## config.mk

```make
export PLATFORM = sky130hd
export DESIGN_NAME = gpio_ports_change_interrupt
export DESIGN_NICKNAME = d
export VERILOG_FILES = /design/src/gpio_pkg.sv /design/src/gpio_ports_change_interrupt.sv
export SDC_FILE = /design/constraint.sdc
export NUM_CORES = 1
export LEC_CHECK = 0
export ABC_CLOCK_PERIOD_IN_PS = 2800
export BUFFER_PORTS_ARGS = -buffer_cell sky130_fd_sc_hd__buf_4
export CAP_MARGIN = 20
export CORE_AREA = 3 3 158 160
export CTS_CLUSTER_DIAMETER = 150
export CTS_CLUSTER_SIZE = 30
export DETAILED_ROUTE_END_ITERATION = 10
export DIE_AREA = 0 0 161 163
export PLACE_DENSITY = 0.85
export REMOVE_ABC_BUFFERS = 1
export SYNTH_ARGS = -nofsm -noshare
export SYNTH_HDL_FRONTEND = slang
export SYNTH_SLANG_ARGS = --single-unit
```

## constraint.sdc

```tcl
create_clock -name clk_sys_i -period 2.8 [get_ports clk_sys_i]
set_clock_uncertainty 0.2 [all_clocks]
set_input_delay 0.14 -clock clk_sys_i [delete_from_list [all_inputs] [get_ports clk_sys_i]]
set_output_delay 0.14 -clock clk_sys_i [all_outputs]
set_load 0.1 [all_outputs]
```

## src/gpio_pkg.sv

```systemverilog
package gpio_pkg;

  // ==========================================================================
  // Register byte offsets (word aligned, Wishbone 32-bit data)
  localparam logic [7:0] ADR_KP_DATA  = 8'h00;
  localparam logic [7:0] ADR_KP_DIR   = 8'h04;
  localparam logic [7:0] ADR_TC_DATA  = 8'h08;
  localparam logic [7:0] ADR_TC_DIR   = 8'h0C;
  localparam logic [7:0] ADR_FD_DATA  = 8'h10;
  localparam logic [7:0] ADR_FD_DIR   = 8'h14;
  localparam logic [7:0] ADR_FE_DATA  = 8'h18;
  localparam logic [7:0] ADR_FE_DIR   = 8'h1C;
  localparam logic [7:0] ADR_SX_DATA  = 8'h20;
  localparam logic [7:0] ADR_SV_DATA  = 8'h24;
  localparam logic [7:0] ADR_SEG_EN   = 8'h28;
  localparam logic [7:0] ADR_GP_DATA  = 8'h2C;
  localparam logic [7:0] ADR_GP_DIR   = 8'h30;
  localparam logic [7:0] ADR_INT_CTL  = 8'h34;
  localparam logic [7:0] ADR_OPTION   = 8'h38;
  localparam logic [7:0] ADR_BIT_OP   = 8'h3C;

  // ==========================================================================
  // Field positions
  localparam int INT_FLAG_BIT   = 0;
  localparam int INT_EN_BIT     = 3;
  localparam int PU_DIS_N_BIT   = 7;
  localparam int BOP_OP_LSB     = 8;
  localparam int BOP_PORT_LSB   = 10;

  // Six-bit port fixed masks
  localparam logic [5:0] GP_INPUT_ONLY = 6'h08;
  localparam logic [5:0] GP_OSC_PINS   = 6'h30;
  localparam logic [5:0] GP_SHARED_FN  = 6'h0B;

  // ==========================================================================
  // Bit-modify operations and port selects
  typedef enum logic [1:0] {
    BOP_SET   = 2'b00,
    BOP_CLR   = 2'b01,
    BOP_TGL   = 2'b10,
    BOP_KEEP  = 2'b11
  } bit_op_e;

  localparam logic [2:0] SEL_KP = 3'h0;
  localparam logic [2:0] SEL_TC = 3'h1;
  localparam logic [2:0] SEL_FD = 3'h2;
  localparam logic [2:0] SEL_FE = 3'h3;
  localparam logic [2:0] SEL_GP = 3'h4;

  // ==========================================================================
  // Pin carriers
  typedef struct packed {
    logic [5:0] gp;
    logic [7:0] sv;
    logic [7:0] sx;
    logic [7:0] fe;
    logic [7:0] fd;
    logic [7:0] tc;
    logic [7:0] kp;
  } pins_in_s;

  typedef struct packed {
    logic [5:0] gp;
    logic [7:0] fe;
    logic [7:0] fd;
    logic [7:0] tc;
    logic [7:0] kp;
  } bidir_s;

  typedef struct packed {
    pins_in_s    sync1;
    pins_in_s    sync2;
    pins_in_s    sync3;
    pins_in_s    pins_f;
    logic [7:0]  kp_lat;
    logic [7:0]  kp_dir;
    logic [7:0]  tc_lat;
    logic [7:0]  tc_dir;
    logic [7:0]  fd_lat;
    logic [7:0]  fd_dir;
    logic [7:0]  fe_lat;
    logic [7:0]  fe_dir;
    logic [5:0]  gp_lat;
    logic [5:0]  gp_dir;
    logic [15:0] seg_en;
    logic [3:0]  kp_snap;
    logic [2:0]  gp_snap;
    logic        chg_flag;
    logic        chg_en;
    logic        pu_dis_n;
    logic        ack;
    logic [31:0] dat;
    logic        wake;
  } state_s;

  // Latches cleared at reset although power-up content may be arbitrary
  localparam state_s STATE_RST = '{
    kp_dir:   8'hFF,
    tc_dir:   8'hFF,
    fd_dir:   8'hFF,
    fe_dir:   8'hFF,
    gp_dir:   6'h3F,
    seg_en:   16'hFFFF,
    pu_dis_n: 1'b1,
    default:  '0
  };

endpackage

```

## src/gpio_ports_change_interrupt.sv

```systemverilog
// Chosen here: the register addresses and the Wishbone slave port.
`timescale 1ns/1ns
`default_nettype none

module gpio_ports_change_interrupt
(
  input  wire logic               clk_sys_i,       // 125 MHz system clock
  input  wire logic               rst_n_i,         // Synchronous reset, active low
  input  wire logic               wb_cyc_i,        // Wishbone cycle
  input  wire logic               wb_stb_i,        // Wishbone strobe
  input  wire logic               wb_we_i,         // Wishbone write enable
  input  wire logic [7:0]         wb_adr_i,        // Byte address
  input  wire logic [3:0]         wb_sel_i,        // Byte lane selects
  input  wire logic [31:0]        wb_dat_i,        // Write data
  output logic      [31:0]        wb_dat_o,        // Read data
  output logic                    wb_ack_o,        // Acknowledge
  input  wire gpio_pkg::pins_in_s pin_in_i,        // Pin levels, asynchronous
  output gpio_pkg::bidir_s        pin_out_o,       // Pin drive values
  output gpio_pkg::bidir_s        pin_oe_o,        // Pin drive enables, high drives
  output logic      [7:0]         pullup_kp_o,     // Keypad weak pull-up enables
  output logic      [5:0]         pullup_gp_o,     // Six-bit port pull-up enables
  input  wire logic [7:0]         tc_force_out_i,  // Peripheral forces third pin out
  input  wire logic [7:0]         tc_force_in_i,   // Peripheral forces third pin in
  input  wire logic [7:0]         tc_periph_dat_i, // Peripheral output data
  input  wire logic               psp_variant_i,   // Fifth dir upper bits are PSP ctl
  output logic      [3:0]         psp_ctrl_o,      // PSP control bits
  input  wire logic [5:0]         cfg_alt_func_i,  // Six-bit pins on alternate use
  input  wire logic               cfg_ext_osc_i,   // External oscillator mode
  output logic                    change_wake_o    // Wake from halt on port change
);

  // ==========================================================================
  // Helpers
  function automatic logic [7:0] apply_op(input logic [7:0] val,
                                          input logic [1:0] op,
                                          input logic [7:0] mask);
    logic [7:0] res;
    res = val;
    case (op)
      gpio_pkg::BOP_SET: res = val | mask;
      gpio_pkg::BOP_CLR: res = val & ~mask;
      gpio_pkg::BOP_TGL: res = val ^ mask;
      default:           res = val;
    endcase
    return res;
  endfunction

  function automatic logic [7:0] lane_write(input logic [7:0] old,
                                            input logic       sel,
                                            input logic [7:0] dat);
    return sel ? dat : old;
  endfunction

  gpio_pkg::state_s state_r;
  gpio_pkg::state_s state_nxt;

  logic       req;
  logic       take;
  logic       wr_done;
  logic [7:0] adr;
  logic [7:0] tc_in_eff;
  logic [7:0] fe_in_eff;
  logic [5:0] gp_in_eff;
  logic [5:0] gp_zero;
  logic [3:0] kp_mismatch;
  logic [2:0] gp_mismatch;
  logic [7:0] gp_pins8;
  logic [7:0] bop_src;
  logic [7:0] bop_res;
  logic [31:0] rd_val;
  logic       kp_touch;
  logic       gp_touch;
  logic [53:0] s2_bits;
  logic [53:0] s3_bits;
  logic [53:0] f_bits;

  // ==========================================================================
  // Effective directions and pin masks
  always_comb
  begin
    tc_in_eff = (state_r.tc_dir | tc_force_in_i) & ~tc_force_out_i;
    fe_in_eff = psp_variant_i ? {4'hF, state_r.fe_dir[3:0]} : state_r.fe_dir;
    gp_zero   = cfg_alt_func_i | (cfg_ext_osc_i ? gpio_pkg::GP_OSC_PINS : 6'h00);
    gp_in_eff = state_r.gp_dir | gpio_pkg::GP_INPUT_ONLY
                | (cfg_ext_osc_i ? gpio_pkg::GP_OSC_PINS : 6'h00);
    gp_pins8  = {2'b00, state_r.pins_f.gp & ~gp_zero};
    // Only input pins take part in the change comparison
    kp_mismatch = (state_r.pins_f.kp[7:4] ^ state_r.kp_snap) & state_r.kp_dir[7:4];
    gp_mismatch = ({state_r.pins_f.gp[3], state_r.pins_f.gp[1:0]} ^ state_r.gp_snap)
                  & {gp_in_eff[3], gp_in_eff[1:0]}
                  & {3{state_r.chg_en}};
  end

  // ==========================================================================
  // Pin drivers and pull-ups
  always_comb
  begin
    pin_out_o.kp = state_r.kp_lat;
    pin_oe_o.kp  = ~state_r.kp_dir;
    for (int i = 0; i < 8; i++)
    begin
      pin_out_o.tc[i] = tc_force_out_i[i] ? tc_periph_dat_i[i] : state_r.tc_lat[i];
    end
    pin_oe_o.tc  = ~tc_in_eff;
    pin_out_o.fd = state_r.fd_lat;
    pin_oe_o.fd  = ~state_r.fd_dir;
    pin_out_o.fe = state_r.fe_lat;
    pin_oe_o.fe  = ~fe_in_eff;
    pin_out_o.gp = state_r.gp_lat;
    pin_oe_o.gp  = ~gp_in_eff;
    pullup_kp_o  = {8{~state_r.pu_dis_n}} & state_r.kp_dir;
    pullup_gp_o  = {6{~state_r.pu_dis_n}} & gp_in_eff & gpio_pkg::GP_SHARED_FN;
    psp_ctrl_o   = psp_variant_i ? state_r.fe_dir[7:4] : 4'h0;
  end

  // ==========================================================================
  // Bus decode and read data
  always_comb
  begin
    req     = wb_cyc_i & wb_stb_i;
    take    = req & ~state_r.ack;
    wr_done = req & state_r.ack & wb_we_i & wb_sel_i[0];
    adr     = {wb_adr_i[7:2], 2'b00};
    rd_val  = 32'h0000_0000;
    // Data reads return pin levels, never the output latches
    case (adr)
      gpio_pkg::ADR_KP_DATA: rd_val[7:0] = state_r.pins_f.kp;
      gpio_pkg::ADR_KP_DIR:  rd_val[7:0] = state_r.kp_dir;
      gpio_pkg::ADR_TC_DATA: rd_val[7:0] = state_r.pins_f.tc;
      gpio_pkg::ADR_TC_DIR:  rd_val[7:0] = state_r.tc_dir;
      gpio_pkg::ADR_FD_DATA: rd_val[7:0] = state_r.pins_f.fd;
      gpio_pkg::ADR_FD_DIR:  rd_val[7:0] = state_r.fd_dir;
      gpio_pkg::ADR_FE_DATA: rd_val[7:0] = state_r.pins_f.fe;
      gpio_pkg::ADR_FE_DIR:  rd_val[7:0] = state_r.fe_dir;
      gpio_pkg::ADR_SX_DATA: rd_val[7:0] = state_r.pins_f.sx & ~state_r.seg_en[7:0];
      gpio_pkg::ADR_SV_DATA: rd_val[7:0] = state_r.pins_f.sv & ~state_r.seg_en[15:8];
      gpio_pkg::ADR_SEG_EN:  rd_val[15:0] = state_r.seg_en;
      gpio_pkg::ADR_GP_DATA: rd_val[7:0] = gp_pins8;
      gpio_pkg::ADR_GP_DIR:  rd_val[7:0] = {2'b00, state_r.gp_dir | gpio_pkg::GP_INPUT_ONLY};
      gpio_pkg::ADR_INT_CTL:
      begin
        rd_val[gpio_pkg::INT_FLAG_BIT] = state_r.chg_flag;
        rd_val[gpio_pkg::INT_EN_BIT]   = state_r.chg_en;
      end
      gpio_pkg::ADR_OPTION:  rd_val[gpio_pkg::PU_DIS_N_BIT] = state_r.pu_dis_n;
      default:               rd_val = 32'h0000_0000;
    endcase
    // Bit-modify source is the live pin value of the chosen port
    case (wb_dat_i[gpio_pkg::BOP_PORT_LSB +: 3])
      gpio_pkg::SEL_KP: bop_src = state_r.pins_f.kp;
      gpio_pkg::SEL_TC: bop_src = state_r.pins_f.tc;
      gpio_pkg::SEL_FD: bop_src = state_r.pins_f.fd;
      gpio_pkg::SEL_FE: bop_src = state_r.pins_f.fe;
      gpio_pkg::SEL_GP: bop_src = gp_pins8;
      default:          bop_src = 8'h00;
    endcase
    bop_res  = apply_op(bop_src, wb_dat_i[gpio_pkg::BOP_OP_LSB +: 2], wb_dat_i[7:0]);
    kp_touch = take & ((adr == gpio_pkg::ADR_KP_DATA)
               | (wb_we_i & wb_sel_i[0] & (adr == gpio_pkg::ADR_BIT_OP)
                  & (wb_dat_i[gpio_pkg::BOP_PORT_LSB +: 3] == gpio_pkg::SEL_KP)));
    gp_touch = take & ((adr == gpio_pkg::ADR_GP_DATA)
               | (wb_we_i & wb_sel_i[0] & (adr == gpio_pkg::ADR_BIT_OP)
                  & (wb_dat_i[gpio_pkg::BOP_PORT_LSB +: 3] == gpio_pkg::SEL_GP)));
    s2_bits = state_r.sync2;
    s3_bits = state_r.sync3;
    f_bits  = state_r.pins_f;
  end

  // ==========================================================================
  // Next state
  always_comb
  begin
    state_nxt       = state_r;
    state_nxt.sync1 = pin_in_i;
    state_nxt.sync2 = state_r.sync1;
    state_nxt.sync3 = state_r.sync2;
    // A pin change counts once the second and third stages agree
    state_nxt.pins_f = (s2_bits & ~(s2_bits ^ s3_bits)) | (f_bits & (s2_bits ^ s3_bits));

    // Answer one cycle after the request; read data sampled at cycle start
    state_nxt.ack = take;
    state_nxt.dat = take ? rd_val : 32'h0000_0000;

    // Snapshot refresh on any keypad or six-bit data access ends a mismatch
    if (kp_touch)
    begin
      state_nxt.kp_snap = state_r.pins_f.kp[7:4];
    end
    if (gp_touch)
    begin
      state_nxt.gp_snap = {state_r.pins_f.gp[3], state_r.pins_f.gp[1:0]};
    end

    // Writes take effect on the edge where the master sees ack
    if (wr_done)
    begin
      case (adr)
        gpio_pkg::ADR_KP_DATA: state_nxt.kp_lat = wb_dat_i[7:0];
        gpio_pkg::ADR_KP_DIR:  state_nxt.kp_dir = wb_dat_i[7:0];
        gpio_pkg::ADR_TC_DATA: state_nxt.tc_lat = wb_dat_i[7:0];
        gpio_pkg::ADR_TC_DIR:  state_nxt.tc_dir = wb_dat_i[7:0];
        gpio_pkg::ADR_FD_DATA: state_nxt.fd_lat = wb_dat_i[7:0];
        gpio_pkg::ADR_FD_DIR:  state_nxt.fd_dir = wb_dat_i[7:0];
        gpio_pkg::ADR_FE_DATA: state_nxt.fe_lat = wb_dat_i[7:0];
        gpio_pkg::ADR_FE_DIR:  state_nxt.fe_dir = wb_dat_i[7:0];
        gpio_pkg::ADR_SEG_EN:
        begin
          state_nxt.seg_en[7:0]  = wb_dat_i[7:0];
          state_nxt.seg_en[15:8] = lane_write(state_r.seg_en[15:8], wb_sel_i[1],
                                              wb_dat_i[15:8]);
        end
        gpio_pkg::ADR_GP_DATA: state_nxt.gp_lat = wb_dat_i[5:0];
        gpio_pkg::ADR_GP_DIR:  state_nxt.gp_dir = wb_dat_i[5:0];
        gpio_pkg::ADR_INT_CTL: state_nxt.chg_en = wb_dat_i[gpio_pkg::INT_EN_BIT];
        gpio_pkg::ADR_OPTION:  state_nxt.pu_dis_n = wb_dat_i[gpio_pkg::PU_DIS_N_BIT];
        gpio_pkg::ADR_BIT_OP:
        begin
          // Whole latch rewritten from pins, so inputs land in the latch too
          case (wb_dat_i[gpio_pkg::BOP_PORT_LSB +: 3])
            gpio_pkg::SEL_KP: state_nxt.kp_lat = bop_res;
            gpio_pkg::SEL_TC: state_nxt.tc_lat = bop_res;
            gpio_pkg::SEL_FD: state_nxt.fd_lat = bop_res;
            gpio_pkg::SEL_FE: state_nxt.fe_lat = bop_res;
            gpio_pkg::SEL_GP: state_nxt.gp_lat = bop_res[5:0];
            default:          state_nxt.kp_lat = state_r.kp_lat;
          endcase
        end
        default:               state_nxt.kp_lat = state_r.kp_lat;
      endcase
    end

    // Software clears by writing zero; a present mismatch wins over the clear
    if (wr_done && adr == gpio_pkg::ADR_INT_CTL && !wb_dat_i[gpio_pkg::INT_FLAG_BIT])
    begin
      state_nxt.chg_flag = 1'b0;
    end
    if (|kp_mismatch || |gp_mismatch)
    begin
      state_nxt.chg_flag = 1'b1;
    end
    state_nxt.wake = state_r.chg_flag & state_r.chg_en;
  end

  always_ff @(posedge clk_sys_i)
  begin
    if (!rst_n_i)
    begin
      state_r <= gpio_pkg::STATE_RST;
    end
    else
    begin
      state_r <= state_nxt;
    end
  end

  assign wb_ack_o      = state_r.ack;
  assign wb_dat_o      = state_r.dat;
  assign change_wake_o = state_r.wake;
endmodule

`default_nettype wire

```

==> flow_summary_export.csv, run 1 <==
group,metric,value,unit
clocking,cts_tree,"built",
final_layout,area_delta_synth_final,26.0,%
floorplanning,die_h,163,um
routing,dr_total_vias,11014,
clocking,cts_made_buffers,15,
worst_setup_path,reg2reg_depth,7,
timing,timing.setup.tns,0,ns
synth,syn-instance-count,1358,
place,portBuffers,222,
clocking,path_clk_slew,0.12,ns
routing,totalWireLength,38.7,mm
timing,worst_pin_slew,1.01,ns
floorplanning,rows,56,
routing,first_iter_violations,984,
worst_setup_path,endpoint,"state_r[114]",
floorplanning,dieArea,26200,um2
pwr,ir_worst_vdd,0.461,mV
timing,hold_violations,0,
grt,grt_max_degree,104,
floorplanning,io_pins,263,
synth,synth.distinct_cells,65,
synth,avgSynthCellArea,9.60,um2
routing,via_per_inst,5.59,
final_layout,drive_above_1_share,0.202,
place,hpwl,26.4,mm
routing,wl_per_cell,19.6,um
worst_setup_path,critical_path.max_stage_delay,0.56,ns
floorplanning,core,23500,um2
routing,drtAntennaViolNets,0,
floorplanning,start_util,0.554,
worst_setup_path,startpoint,"wb_dat_i[11]",
grt,grt_antenna_before_repair,0,
place,routabilityCongestion,0.973,
clocking,cts_max_path_buffers,3,
worst_setup_path,critPathSlowestCell,"dlygate4sd3_1",
synth,yosysTopAreaCell,"dfxtp_1",
grt,gr-usage-all-layers,0.283,
min_path,min_path_type,"in2reg",
final_layout,insertedDiodeCount,0,
worst_setup_path,critical_path_arrival,2.95,ns
final_layout,nFillCells,1721,
timing,setup_viol,0,
worst_setup_path,path_class,"in2reg",
clocking,cts_root_buffer,"clkbuf_16",
synth,synth-edff-count,0,
run_status,status,"finished, final reports clean",
timing,fmax,365,MHz
routing,drc,0,
timing,min_period,2.74,ns
worst_setup_path,cp_num_cells,13,
synth,synth-main-ff-cell,"dfxtp_1",
pwr,p_leak,7.23,nW
synth,synth_area,13000,um2
clocking,clock-sinks,335,
job,drv_cap,0,
grt,grt_pass1_wl,59.0,mm
floorplanning,die_w,161,um
pwr,power.density,501,nW/um2
place,placed_cells,1826,
timing,final.period_utilization,0.977,
timing,rsz0062_at_grt,"no",
synth,async_reset_ff_frac,0,
synth,yosysMostFrequentCell,"dfxtp_1",
grt,globalRouteOverflowTotal,0,
worst_setup_path,crit_required,3.02,ns
final_layout,final_cells,1970,
clocking,cts_htree_levels,1,
synth,yosysTopAreaCellShare,0.515,
worst_setup_path,path_cells,"dlygate4sd3_1 -> buf_6 -> mux2i_1 -> nor3_1 -> or3_1 -> inv_1 -> ha_1 -> inv_1 -> mux2i_1 -> o221ai_1 -> o211ai_1 -> buf_4 -> o221a_2",
worst_setup_path,cpLargestDelayFamily,"buffers and inverters",
synth,synth_commonest_cells,"dfxtp_1, and2_1, nand2_1, buf_4, o21ai_0",
final_layout,nNetsFinal,1803,
worst_setup_path,cp_max_fo,15,
worst_setup_path,reg2reg_from,"wb_ack_o",
worst_setup_path,crit_buf_inv,5,
clocking,clock_latency,0.52,ns
worst_setup_path,start_kind,"input port",
worst_setup_path,r2r_end,"wb_dat_o[0]",
routing,first_pass_iters,8,
grt,grt_pass1_vias,10921,
worst_setup_path,end_kind,"flip-flop",
timing,slew_headroom,0.323,
synth,synth-seq-cells,335,
synth,seq_area_frac_synth,0.515,
synth,synth-warning-count,0,
worst_setup_path,r2r_setup_slack,0.07,ns
timing,slew_viol_final,0,
synth,synth_area_leaders,"dfxtp_1, and2_1, buf_4, nand2_1, o211ai_1",
## cell type report
type,instances,area (um2),share of cell area
clock inverter,1,30.0,0.00183
sequential,335,6710,0.409
tap,319,399,0.0243
multi-input combinational,851,5370,0.327
clock buffer,15,375,0.0229
timing repair buffer,397,3340,0.203
inverter,52,195,0.0119
## metrics by stage
stage	setup slack [ns]	instance area, um2	power [W]	util	hold WS, ns
finish	0.0639	16400	0.00823	0.697	0.0734
global route	0.00232	16400	0.00847	0.697	0.104
detailed placement	0.0948	14700	0.00573	0.624	0.150
floorplan	0.329	12300	0.00540	-	0.0118
global placement	0.197	14700	0.00571	0.624	0.148
CTS	0.0509	16400	0.00822	0.695	0.0621
## worst min-delay path, stage by stage
cell     delay (ns)
buf_4          0.12
nor2b_1        0.06
buf_4          0.16
nand3_1        0.12
mux2i_1        0.09
nor2_1         0.08
## power breakdown
group          switching (W)  internal, W
combinational       0.000528     0.000351
sequential         0.0000388      0.00486
clock                0.00145     0.000996
## layout by cell type (no fill, tap or decap), types with 16 or more instances in the layout
cell	count
inv_1	51
mux2i_1	16
nand2_1	145
nor2_1	39
and2_1	187
a31oi_1	21
dlygate4sd3_1	126
buf_4	266
nand3_1	21
o21ai_0	75
a21oi_1	68
conb_1	20
ha_1	16
dfxtp_1	335
o211ai_1	56
## logic make-up (layout without fill, tap and decap cells)
group | Yosys count | count (layout) | synth area share
buf+inv | 191 | 465 | 0.0803
simple gates | 466 | 466 | 0.195
mux | 30 | 30 | 0.0287
compound gates | 312 | 312 | 0.161
flops | 335 | 335 | 0.515
other cells | 1 | 20 | 0.000288
fa+ha+maj | 16 | 16 | 0.0154
xor+xnor | 7 | 7 | 0.00470
## repair_timing
item	4_1_cts	5_1_grt
gates resized for setup	0	9
hold buffers	126	0
setup buffers	0	2
endpoints found under the hold margin	178	0
setup endpoints to repair	0	17
## per-layer routing
layer | global-route usage | vias up | share of wire
met2 | 0.506 | 541 | 0.50
met3 | 0.0504 | 76 | 0.084
met4 | 0.0743 | 0 | 0.024
li1 | - | 5147 | -
met1 | 0.355 | 5250 | 0.39
met5 | 0 | - | 0
## worst min path at each step
stage / cells after the start / startpoint / end
2_1_floorplan: 1 / rst_n_i / state_r[52]
3_3_place_gp: 2 / pin_in_i[49] / state_nxt[293]
3_5_place_dp: 2 / pin_in_i[28] / state_nxt[272]
4_1_cts: 6 / wb_adr_i[3] / state_r[35]
5_1_grt: 4 / wb_adr_i[4] / state_r[34]
6_report: 6 / wb_adr_i[3] / state_r[35]
(Power assumes the default switching activity.)
==> run 2, diff against run 1 <==
- CORE_AREA: 3 3 158 160 -> 3 3 213 215
- DIE_AREA: 0 0 161 163 -> 0 0 216 218
- PLACE_DENSITY: 0.85 -> 0.54
==> run 2 against run 1 <==
  * Fmax grew 0.39%
  * Utilization decreased by 32 points
  * Wire length rose by 5.4%
  * Hold slack worse by 0.025 ns
  * Global-route usage decreased by 12 points
  * Register-to-register slack barely moved
  * Total power grew 0.81%
  * Design area down 0.27%
  * Largest power group unchanged
  * Highest routed layer unchanged
==> flow_summary_export.csv, run 2 (synthesis gave the netlist of run 1 again) <==
group,metric,value,unit
worst_setup_path,end_kind,"flip-flop",
floorplanning,start_util,0.297,
floorplanning,die_h,218,um
worst_setup_path,crit_buf_inv,4,
final_layout,nFillCells,4521,
worst_setup_path,critical_path.max_stage_delay,0.57,ns
min_path,min_path_type,"in2reg",
floorplanning,core,43900,um2
run_status,status,"finished, final reports clean",
timing,fmax,367,MHz
timing,slew_headroom,0.490,
timing,setup_viol,0,
final_layout,regArea,6710,um2
worst_setup_path,path_cells,"dlygate4sd3_1 -> buf_4 -> nor3b_4 -> buf_4 -> a22oi_2 -> ha_1 -> nand2b_1 -> a21oi_2 -> a2111o_1 -> a31oi_1 -> dlygate4sd3_1",
routing,totalWireLength,40.7,mm
grt,gr-usage-all-layers,0.167,
final_layout,nNetsFinal,1763,
worst_setup_path,cp_max_fo,12,
grt,grt_max_degree,176,
pwr,seqPwrFrac,0.591,
final_layout,final_cells,2208,
final_layout,multiInputGateArea,5360,um2
worst_setup_path,start_kind,"input port",
routing,drtAntennaViolNets,0,
pwr,p_int,0.00618,W
pwr,power_switching_share,0.255,
place,placed_cells,2095,
place,hpwl,29.4,mm
job,drv_cap,0,
place,routabilityCongestion,0.867,
pwr,ir_worst_vdd,0.309,mV
final_layout,final_cell_mix,"dfxtp_1, buf_4, and2_1, nand2_1, dlygate4sd3_1",
timing,worst_pin_slew,0.766,ns
pwr,power.density,507,nW/um2
place,portBuffers,222,
routing,drc,0,
timing,final.period_utilization,0.973,
routing,first_iter_violations,819,
worst_setup_path,r2r_setup_slack,0.08,ns
final_layout,drive_above_1_share,0.206,
routing,via_per_inst,4.74,
worst_setup_path,critPathSlowestCell,"dlygate4sd3_1",
final_layout,mostFrequentLayoutCell,"dfxtp_1",
worst_setup_path,path_class,"in2reg",
clocking,path_clk_slew,0.12,ns
floorplanning,die_w,216,um
worst_setup_path,cpLargestDelayFamily,"buffers and inverters",
place,dpl_cell_area,15000,um2
final_layout,stdcell_area,16400,um2
floorplanning,dieArea,47100,um2
clocking,cts_root_buffer,"clkbuf_16",
clocking,cts_tree,"built",
final_layout,area_delta_synth_final,25.6,%
clocking,clock-sinks,335,
timing,hold_violations,0,
pwr,p_sw,0.00211,W
grt,grt_antenna_before_repair,3,
timing,rsz0062_at_grt,"yes",
clocking,cts_htree_levels,1,
grt,grt_pass1_vias,10135,
routing,first_pass_iters,5,
pwr,p_leak,7.02,nW
routing,dr_total_vias,10459,
worst_setup_path,critical_path_arrival,3.00,ns
grt,globalRouteOverflowTotal,0,
clocking,cts_max_path_buffers,3,
worst_setup_path,crit_required,3.08,ns
floorplanning,io_pins,263,
clocking,cts_made_buffers,15,
pwr,p_clk_frac,0.310,
grt,grt_pass1_wl,61.7,mm
routing,wl_per_cell,18.5,um
timing,slew_viol_final,0,
timing,min_period,2.73,ns
pwr,power_frac_comb,0.100,
floorplanning,rows,77,
clocking,clock_latency,0.52,ns
-- run 2: cell count changes in the layout (fill, tap and decap cells not counted), sizes merged --
cell / before / now
buf: 271 / 267
clkinv: 1 / 0
diode: 0 / 3
dlygate4sd3: 126 / 90
inv: 52 / 55
-- run 2: final timing paths --
kind | end | depth (start not counted) | from
worst max-delay path | pin_out_o[32] | 11 | wb_dat_i[12]
worst min-delay path | state_r[35] | 6 | wb_adr_i[3]
worst max register to register | pin_out_o[32] | 8 | flip-flop
worst min register to register | s2_bits[53] | 1 | state_nxt[297]
-- run 2: worst min-delay path, stage by stage --
cell     delay [ns]
buf_4          0.10
nor2b_1        0.06
buf_4          0.18
nand3_1        0.12
mux2i_1        0.08
nor2_1         0.07
-- run 2: power by group through the flow --
| stage | logic [W] | registers, W | clock network [W] |
|---|---|---|---|
| 2_1_floorplan | 0.000403 | 0.00500 | 0 |
| 3_5_place_dp | 0.000732 | 0.00501 | 0 |
| 5_1_grt | 0.000878 | 0.00491 | 0.00283 |
| 3_3_place_gp | 0.000726 | 0.00501 | 0 |
| 6_report | 0.000825 | 0.00490 | 0.00257 |
| 4_1_cts | 0.000825 | 0.00490 | 0.00268 |
-- run 2: stage by stage --
| stage | worst slack [ns] | power, W | util | TNS (ns) | hold WS (ns) |
|---|---|---|---|---|---|
| 2_1_floorplan | 0.329 | 0.00540 | - | 0 | 0.0118 |
| 3_3_place_gp | 0.147 | 0.00573 | 0.342 | 0 | 0.149 |
| 3_5_place_dp | 0.0806 | 0.00574 | 0.342 | 0 | 0.150 |
| 4_1_cts | 0.0274 | 0.00841 | 0.372 | 0 | 0.0220 |
| 5_1_grt | -0.0281 | 0.00862 | 0.373 | -0.0281 | 0.103 |
| 6_report | 0.0744 | 0.00829 | 0.373 | 0 | 0.0487 |
-- run 2: cell type report --
cell class                      instances  share of cell area
Sequential cell                       335               0.410
Multi-Input combinational cell        851               0.327
Timing Repair Buffer                  357               0.180
Tap cell                              592              0.0452
Clock buffer                           15              0.0229
Inverter                               52              0.0119
Clock inverter                          3             0.00222
Antenna cell                            3            0.000459
-- run 2: what timing repair did --
| item | in CTS | in global routing |
|---|---|---|
| endpoints found under the setup margin | 0 | 8 |
| hold buffers | 90 | 0 |
| setup buffers | 0 | 2 |
| resized for setup | 0 | 4 |
| endpoints found under the hold margin | 147 | 0 |
-- run 2: per-layer routing --
metal  global-route usage  vias up  routed length [um]
li1                     -     5088                   -
met1                0.228     4964               18600
met2                0.274      356               18600
met3               0.0300       51                2590
met4               0.0425        0                 977
met5                    0        -                   0
